--- config.mk ---
export PLATFORM = sky130hd
export DESIGN_NAME = touch_adc_pen_irq_sequencer
export DESIGN_NICKNAME = d
export VERILOG_FILES = /design/src/verilog/result_shifter.v /design/src/verilog/sync_bits.v /design/src/verilog/touch_adc_pen_irq_sequencer.v
export VERILOG_INCLUDE_DIRS = /design/src /design/src/shared
export SDC_FILE = /design/constraint.sdc
export NUM_CORES = 1
export LEC_CHECK = 0
export ABC_CLOCK_PERIOD_IN_PS = 2900
export BUFFER_PORTS_ARGS = -buffer_cell sky130_fd_sc_hd__buf_2
export CAP_MARGIN = 20
export CORE_MARGIN = 4
export CORE_UTILIZATION = 40
export DETAILED_ROUTE_END_ITERATION = 8
export PLACE_DENSITY = 0.72
export SLEW_MARGIN = 30
export SYNTH_ARGS = -nofsm -noshare
export SYNTH_HDL_FRONTEND = slang
export SYNTH_SLANG_ARGS = --single-unit
export TNS_END_PERCENT = 1
--- constraint.sdc ---
create_clock -name sys_clk -period 2.9 [get_ports sys_clk]
set_input_delay 0.58 -clock sys_clk [delete_from_list [all_inputs] [get_ports sys_clk]]
set_output_delay 0.58 -clock sys_clk [all_outputs]
set_load 0.01 [all_outputs]
--- src/shared/touch_seq_map.vh ---
`ifndef TOUCH_SEQ_MAP_VH
`define TOUCH_SEQ_MAP_VH

// register byte offsets
`define REG_SAMPLE 4'h0
`define REG_CTRL_BYTE 4'h4
`define REG_STATUS 4'h8
`define REG_CONV_COUNT 4'hC

// control byte field positions
`define CB_START 7
`define CB_CHAN_HI 6
`define CB_CHAN_LO 4
`define CB_MODE 3
`define CB_SER 2
`define CB_PD1 1
`define CB_PD0 0

// status field positions
`define ST_BUSY 0
`define ST_MEASURING 1
`define ST_PEN_ENABLED 2
`define ST_ADC_POWERED 3
`define ST_REF_POWERED 4
`define ST_Y_LOW 5
`define ST_PEN_IRQ_N 6
`define ST_DROOP 7
`define ST_RX_ACTIVE 8
`define ST_CS_N 9

// reset values
`define SAMPLE_RESET 12'h000
`define CTRL_BYTE_RESET 8'h00

// conversion lengths in falling edges of the bit clock
`define BITS_12 5'h0C
`define BITS_8 5'h08

// channel codes of the touch position measurements
`define CHAN_Y 3'h1
`define CHAN_Z1 3'h3
`define CHAN_Z2 3'h4
`define CHAN_X 3'h5

// sample-and-hold droop limit, 1.6 ms
`define DROOP_LIMIT_US 1600
`define CLK_PERIOD_NS 10
`define DROOP_CYCLES ((`DROOP_LIMIT_US * 1000) / `CLK_PERIOD_NS)

`endif

--- src/verilog/result_shifter.v ---
`timescale 1ns/1ps
module result_shifter #(
    parameter W = 12
) (
    input wire sys_clk,
    input wire reset,
    input wire clear,
    input wire load,
    input wire [W-1:0] loadWord,
    input wire shift,
    output reg bitOut
);
    reg [W-1:0] shiftReg;

    always @(posedge sys_clk) begin
        if (reset || clear) begin
            shiftReg <= {W{1'b0}};
            bitOut <= 1'b0;
        end else if (load) begin
            shiftReg <= loadWord;
            bitOut <= 1'b0;
        end else if (shift) begin
            // msb first, zeros fill once the word is out
            bitOut <= shiftReg[W-1];
            shiftReg <= {shiftReg[W-2:0], 1'b0};
        end
    end
endmodule // result_shifter

--- src/verilog/sync_bits.v ---
`timescale 1ns/1ps
module sync_bits #(
    parameter W = 4
) (
    input wire sys_clk,
    input wire reset,
    input wire [W-1:0] asyncIn,
    output reg [W-1:0] synced
);
    reg [W-1:0] stage;

    always @(posedge sys_clk) begin
        if (reset) begin
            stage <= {W{1'b0}};
            synced <= {W{1'b0}};
        end else begin
            stage <= asyncIn;
            synced <= stage;
        end
    end
endmodule // sync_bits

--- src/verilog/touch_adc_pen_irq_sequencer.v ---
// Operation
// - power-down with auto bit clear grounds Y
// - pen output reaches X-plus through gates, pull-up
// - touch pulls X-plus low, irq goes low
// - X/Y/Z measurement disconnects X-plus pull-up
// - X/Y/Z measurement holds irq low
// - battery/aux/temperature measurement holds irq high
// - auto bit set keeps pen detection off
// - auto bit clear re-enables detection at end
// - conversion ends on fall after bit one
// - overlapped control bytes, conversion every 16 clocks
// - stay powered while conversion in progress
// - support a control byte every 15 clocks
// - results unsigned straight binary, msb first
// - 8-bit mode ends four clocks earlier
// - first high bit starts a control byte
// - mode bit low 12-bit, high 8-bit
// - both power bits zero: sleep between conversions
// - chip select high aborts, reference stays
//
// Our own choices: the placing of the registers and the Wishbone register port.
`timescale 1ns/1ps
`include "touch_seq_map.vh"
module touch_adc_pen_irq_sequencer #(
    parameter DROOP_CYCLES = `DROOP_CYCLES
) (
    input wire sys_clk,
    input wire reset,
    input wire wbCyc,
    input wire wbStb,
    input wire wbWe,
    input wire [3:0] wbAdr,
    input wire [3:0] wbSel,
    input wire [31:0] wbDatI,
    output reg [31:0] wbDatO,
    output reg wbAck,
    input wire csN,
    input wire serial_bit_clock,
    input wire serialIn,
    input wire xPlusSense,
    output wire serialOut,
    output reg serialOutEn,
    output reg busy,
    output reg busyEn,
    output reg pen_touch_irq_n,
    output reg xPlusPullupEn,
    output reg yLowDriverOn,
    output reg adcPowered,
    output reg refPowered
);
    // pin synchronisers
    wire [3:0] pinSync;
    wire csNSync;
    wire clkSync;
    wire dinSync;
    wire xPlusSync;

    sync_bits #(.W(4)) pinSyncInst (
        .sys_clk(sys_clk),
        .reset(reset),
        .asyncIn({~xPlusSense, serialIn, serial_bit_clock, ~csN}),
        .synced(pinSync)
    );
    // high-idle pins go through inverted so the flushed synchroniser reads idle, not selected or touched
    assign csNSync = ~pinSync[0];
    assign clkSync = pinSync[1];
    assign dinSync = pinSync[2];
    assign xPlusSync = ~pinSync[3];

    reg clkPrev;
    wire clkRise;
    wire clkFall;

    always @(posedge sys_clk) begin
        if (reset) begin
            clkPrev <= 1'b0;
        end else begin
            clkPrev <= clkSync;
        end
    end

    // edges only count while selected; a deselected host may toggle freely
    assign clkRise = clkSync & ~clkPrev & ~csNSync;
    assign clkFall = ~clkSync & clkPrev & ~csNSync;

    // software registers
    reg [11:0] sampleWord;
    reg [7:0] ctrlByte;
    reg [15:0] convCount;
    reg droopFlag;

    // control byte receiver
    reg rxActive;
    reg [2:0] rxCount;
    reg [6:0] rxShift;
    reg ctrlPending;
    reg [7:0] pendingByte;

    // active conversion
    reg measuring;
    reg [4:0] shiftsDone;
    reg [2:0] chan;
    reg eightBit;
    reg lastPd0;
    reg penEnabled;
    reg [17:0] droopCount;

    wire startConv;
    wire midConv;
    wire endConv;
    wire [4:0] convBits;
    wire touchMeas;
    wire [11:0] loadWord;
    wire wbReq;
    wire wbWrite;
    wire [31:0] statusWord;

    assign startConv = clkFall & ctrlPending;
    assign midConv = clkFall & ~ctrlPending & measuring;
    assign convBits = eightBit ? `BITS_8 : `BITS_12;
    // the shift that puts bit 0 out is the fall after bit 1
    assign endConv = midConv & (shiftsDone + 5'h01 == convBits);

    assign touchMeas = (chan == `CHAN_X) | (chan == `CHAN_Y) | (chan == `CHAN_Z1) | (chan == `CHAN_Z2);

    // 8-bit results use the top of the sample word, still msb first
    assign loadWord = pendingByte[`CB_MODE] ? {sampleWord[11:4], 4'h0} : sampleWord;

    result_shifter #(.W(12)) outShifter (
        .sys_clk(sys_clk),
        .reset(reset),
        .clear(csNSync),
        .load(startConv),
        .loadWord(loadWord),
        .shift(clkFall & ~ctrlPending),
        .bitOut(serialOut)
    );

    // receiver runs independently of the conversion so bytes may overlap
    always @(posedge sys_clk) begin
        if (reset) begin
            rxActive <= 1'b0;
            rxCount <= 3'h0;
            rxShift <= 7'h00;
            ctrlPending <= 1'b0;
            pendingByte <= `CTRL_BYTE_RESET;
            ctrlByte <= `CTRL_BYTE_RESET;
        end else if (csNSync) begin
            rxActive <= 1'b0;
            rxCount <= 3'h0;
            ctrlPending <= 1'b0;
        end else begin
            if (clkRise) begin
                if (!rxActive) begin
                    if (dinSync) begin
                        rxActive <= 1'b1;
                        rxCount <= 3'h1;
                        rxShift <= 7'h01;
                    end
                end else begin
                    rxShift <= {rxShift[5:0], dinSync};
                    rxCount <= rxCount + 3'h1;
                    if (rxCount == 3'h7) begin
                        rxActive <= 1'b0;
                        pendingByte <= {rxShift, dinSync};
                        ctrlByte <= {rxShift, dinSync};
                        ctrlPending <= 1'b1;
                    end
                end
            end
            if (startConv) begin
                ctrlPending <= 1'b0;
            end
        end
    end

    // conversion sequencing and power
    always @(posedge sys_clk) begin
        if (reset) begin
            measuring <= 1'b0;
            busy <= 1'b0;
            shiftsDone <= 5'h00;
            chan <= 3'h0;
            eightBit <= 1'b0;
            lastPd0 <= 1'b0;
            penEnabled <= 1'b1;
            adcPowered <= 1'b0;
            refPowered <= 1'b0;
        end else if (csNSync) begin
            // abandoned mid-way; the reference keeps its latched state
            measuring <= 1'b0;
            busy <= 1'b0;
            shiftsDone <= 5'h00;
            adcPowered <= 1'b0;
            penEnabled <= ~lastPd0;
        end else if (startConv) begin
            // a new byte preempts whatever is left of the old result
            measuring <= 1'b1;
            busy <= 1'b1;
            shiftsDone <= 5'h00;
            chan <= pendingByte[`CB_CHAN_HI:`CB_CHAN_LO];
            eightBit <= pendingByte[`CB_MODE];
            lastPd0 <= pendingByte[`CB_PD0];
            penEnabled <= 1'b0;
            adcPowered <= 1'b1;
            refPowered <= pendingByte[`CB_PD1];
        end else if (midConv) begin
            busy <= 1'b0;
            shiftsDone <= shiftsDone + 5'h01;
            if (endConv) begin
                measuring <= 1'b0;
                penEnabled <= ~lastPd0;
                adcPowered <= lastPd0;
            end
        end else if (measuring) begin
            adcPowered <= 1'b1;
        end
    end

    // pen path: the x-plus sense reaches the irq only through the gated path
    always @(posedge sys_clk) begin
        if (reset) begin
            pen_touch_irq_n <= 1'b1;
            xPlusPullupEn <= 1'b0;
            yLowDriverOn <= 1'b0;
        end else begin
            if (measuring) begin
                pen_touch_irq_n <= ~touchMeas;
            end else if (penEnabled) begin
                pen_touch_irq_n <= xPlusSync;
            end else begin
                pen_touch_irq_n <= 1'b1;
            end
            xPlusPullupEn <= penEnabled & ~(measuring & touchMeas);
            // released in the very cycle the converter powers up, never overlapping it
            yLowDriverOn <= ~adcPowered & ~lastPd0 & ~measuring & ~startConv;
        end
    end

    // output enables follow chip select
    always @(posedge sys_clk) begin
        if (reset) begin
            serialOutEn <= 1'b0;
            busyEn <= 1'b0;
        end else begin
            serialOutEn <= ~csNSync;
            busyEn <= ~csNSync;
        end
    end

    // droop watch: flags a conversion that outlived the hold time
    always @(posedge sys_clk) begin
        if (reset) begin
            droopCount <= 18'h00000;
            droopFlag <= 1'b0;
        end else if (startConv) begin
            droopCount <= 18'h00000;
            droopFlag <= 1'b0;
        end else if (measuring) begin
            if (droopCount == DROOP_CYCLES[17:0]) begin
                droopFlag <= 1'b1;
            end else begin
                droopCount <= droopCount + 18'h00001;
            end
        end
    end

    // wishbone slave, one wait state, ack for one cycle
    assign wbReq = wbCyc & wbStb & ~wbAck;
    assign wbWrite = wbReq & wbWe;

    assign statusWord = {22'h000000, csNSync, rxActive, droopFlag, pen_touch_irq_n,
        yLowDriverOn, refPowered, adcPowered, penEnabled, measuring, busy};

    always @(posedge sys_clk) begin
        if (reset) begin
            sampleWord <= `SAMPLE_RESET;
        end else if (wbWrite && wbAdr == `REG_SAMPLE) begin
            if (wbSel[0]) begin
                sampleWord[7:0] <= wbDatI[7:0];
            end
            if (wbSel[1]) begin
                sampleWord[11:8] <= wbDatI[11:8];
            end
        end
    end

    // a completion in the write cycle still counts
    always @(posedge sys_clk) begin
        if (reset) begin
            convCount <= 16'h0000;
        end else if (wbWrite && wbAdr == `REG_CONV_COUNT) begin
            convCount <= endConv ? 16'h0001 : 16'h0000;
        end else if (endConv) begin
            convCount <= convCount + 16'h0001;
        end
    end

    always @(posedge sys_clk) begin
        if (reset) begin
            wbAck <= 1'b0;
            wbDatO <= 32'h00000000;
        end else begin
            wbAck <= wbReq;
            if (wbReq && !wbWe) begin
                case (wbAdr)
                    `REG_SAMPLE: wbDatO <= {20'h00000, sampleWord};
                    `REG_CTRL_BYTE: wbDatO <= {24'h000000, ctrlByte};
                    `REG_STATUS: wbDatO <= statusWord;
                    `REG_CONV_COUNT: wbDatO <= {16'h0000, convCount};
                    default: wbDatO <= 32'h00000000;
                endcase
            end else begin
                wbDatO <= 32'h00000000;
            end
        end
    end
endmodule // touch_adc_pen_irq_sequencer
==> impl_metrics.csv <==
group,metric,value,unit
setup_path,crit_fanout,20,
clock_network,clk_latency,0.41,ns
clock_network,cts.sinks,125,
placed_design,gp_congestion,0.8703,
run_status,status,"finished clean",
synth,synth_xor_area_share,4.218,%
synth,synth_top_family_by_area,"simple AND/OR/NAND/NOR gates",
setup_path,r2r_slack,0.45,ns
synth,synth.most_common_cell,"dfxtp_1",
cells_and_area,area_growth,19.68,%
detailed_routing,vias,4233,
setup_path,cp.required,3.24,ns
sta,rsz0062_at_grt,"no",
die,io_pins,91,
detailed_routing,wirelength,11780,um
grt,grt_overflow,0,
sta,min_period,2.452,ns
die,rows,41,
clock_network,clk_path_buf_depth,2,
synth,yosysSeqAreaShare,48.77,%
synth,synth_compound_area_share,14.19,%
synth,yosysTopAreaCell,"dfxtp_1",
die,start_util,40.83,%
synth,synthTopCellsByCount,"dfxtp_1, nor2_1, nand2_1",
sta,period_share,84.55,%
die,core,12570,um^2
clock_network,cts_tree,"yes",
power_and_ir_drop,leakage,2.313,nW
clock_network,cts_resized,0,
die,die_y,121.3,um
clock_network,h-tree-depth,4,
sta,fin_skew,0.006733,ns
grt,grt_pass1_vias,4050,
run,drv_cap,0,
die,die_x,121.3,um
synth,syn_area_per_cell,8.924,um^2
synth,synthCells,575,
grt,track_usage,16.35,%
clock_network,post_cts_buffers,0,
power_and_ir_drop,powerDensity,664.4,nW/um^2
placed_design,portBuffers,52,
synth,synthMuxAreaShare,4.097,%
power_and_ir_drop,ir_drop,0.4217,mV
clock_network,cts-hold-fix-buffers,0,
synth,synthArstFlopShare,0,%
setup_path,crit_type,"register to register",
synth,synth_edf_count,0,
placed_design,pre_cts_ws,0.4840,ns
sta,worst_slew_pin_slew,0.7374,ns
cells_and_area,diodes,0,
clock_network,clk_root_buffer_cell,"clkbuf_16",
synth,synthTopCellsByArea,"dfxtp_1, nor2_1, a21oi_1",
synth,synthAdderAreaFrac,1.707,%
grt,grt_pass1_wl,19130,um
synth,synthSimpleGateAreaFrac,21.56,%
detailed_routing,dr.pass1.iters,6,
cells_and_area,final_nets,681,
synth,synth_top_flop_cell,"dfxtp_1",
synth,ys_types,45,
synth,ys_seq_elements,125,
synth,ys_warn_count,0,
grt,grt_antenna_before_repair,0,
sta,hold_violations,0,
clock_network,cts_buffers,17,
setup_path,crit_path_start_kind,"register",
sta,fmax,0.4078,GHz
die,die-area,14700,um^2
synth,synthesis.area,5131,um^2
detailed_routing,postRouteAntennaNets,0,
sta,relSlewSlack,50.66,%
sta,fin_ws,0.4480,ns
detailed_routing,route.detailed.drc,0,
setup_path,worst_ep_arrival_time,2.79,ns
detailed_routing,wl_per_cell,14.54,um
sta,drv_slew,0,
detailed_routing,drt_iter0_markers,314,
detailed_routing,via_per_inst,5.226,
setup_path,worstSetupEndpointType,"register",
placed_design,dp_hpwl,8432,um
cells_and_area,drive_above_1_share,15.05,%
clock_network,clk_pin_slew_worst_paths,0.06,ns
sta,setup_viol,0,
grt,grt_max_degree,41,
sta,fin_setup_tns,0,ns
worst_hold_path,hp-class,"primary input to register",
synth,synth_top_area_share,48.77,%
[metal layers]
layer  vias to the layer above  global-route usage, %  wire (um)
li1                       2098                      -          -
met1                      1974                  20.09       5188
met2                       132                  27.09       5629
met3                        29                  4.009        688
met4                         0                  7.423        268
met5                         -                      0          0
[sequential cells by signal, indices dropped and copies added (netlist names), 3 cells and up]
register,cells
chan,3
convCount,16
droopCount,18
outShifter.shiftReg,12
pendingByte,8
pinSyncInst.stage,4
pinSyncInst.synced,4
rxCount,3
rxShift,7
sampleWord,12
shiftsDone,5
wbDatO,16
[layout make-up]
class,count,area (um^2)
tap,172,215.2
fill,1144,6427
clock inverter,12,182.7
clock buffer,20,456.7
sequential,125,2502
timing repair buffer,62,335.3
multi-input combinational,411,2419
inverter,8,30.03
[through the flow]
stage | area [um^2] | hold slack, ns | std cells | power, mW | utilization, %
after floorplan | 5187 | 0.4138 | 590 | 1.833 | -
after global placement | 5498 | 0.4171 | 778 | 1.854 | 43.74
after detailed placement | 5502 | 0.4239 | 778 | 1.857 | 43.77
after CTS | 6141 | 0.2989 | 810 | 4.108 | 48.86
after global routing | 6141 | 0.3031 | 810 | 4.194 | 48.86
final | 6141 | 0.3128 | 810 | 4.080 | 48.86
[power breakdown]
part | switching, mW | internal, mW
clock network | 0.769 | 1.49
logic | 0.0573 | 0.0292
registers | 0.00631 | 1.73
[cell usage in the layout, fill, tap and decap left out, types with 2 or more instances in the layout]
master,synthesis,layout
bufinv_16,0,4
and3_1,14,14
xnor2_1,13,13
a221oi_1,3,3
clkbuf_8,0,2
dfxtp_1,125,125
nor3_1,9,9
a211oi_1,10,10
and4b_1,2,2
conb_1,1,16
clkbuf_16,0,17
nand2_1,55,55
or4_1,6,6
or3_1,10,10
nor4_1,5,4
nand4_1,6,6
o211ai_1,3,3
nand2b_1,2,2
mux2i_1,21,21
nor2b_1,7,7
a21oi_1,49,49
inv_1,7,7
ha_1,7,7
and4_1,2,2
nand3b_1,3,3
o21ai_0,12,12
inv_6,0,3
buf_2,2,52
nor2_1,78,78
buf_4,17,10
a22oi_1,28,28
o31ai_1,6,6
nor4b_1,4,4
clkinvlp_4,0,3
xor2_1,9,9
nand3_1,20,20
and3b_1,2,2
[path summary, 6_finish.rpt]
path | startpoint | endpoint | depth (start not counted)
worst max-delay path | shiftsDone[0] | convCount[10] | 6
worst min-delay path | xPlusSense | pinSyncInst.stage[3] | 2
worst max register to register | shiftsDone[0] | convCount[10] | 6
worst min register to register | pinSyncInst.stage[3] | pinSyncInst.synced[3] | 1
[worst max-delay path, cell delays in order, from the launching register on]
cell      delay, ns
dfxtp_1        0.41
ha_1           0.26
and3_1         0.18
o221ai_1       0.19
a211o_1        0.58
or4_1          0.60
a21oi_1        0.16
[cell families after synthesis]
| logic type | after synthesis |
|---|---|
| and+or+nand+nor | 228 |
| DFF | 125 |
| AOI/OAI and AO/OA | 116 |
| buffers and inverters | 54 |
| xor gates and xnor gates | 23 |
| muxes | 21 |
| adders and majority gates | 7 |
| other | 1 |
No activity file was read; power rests on OpenSTA's default activity.
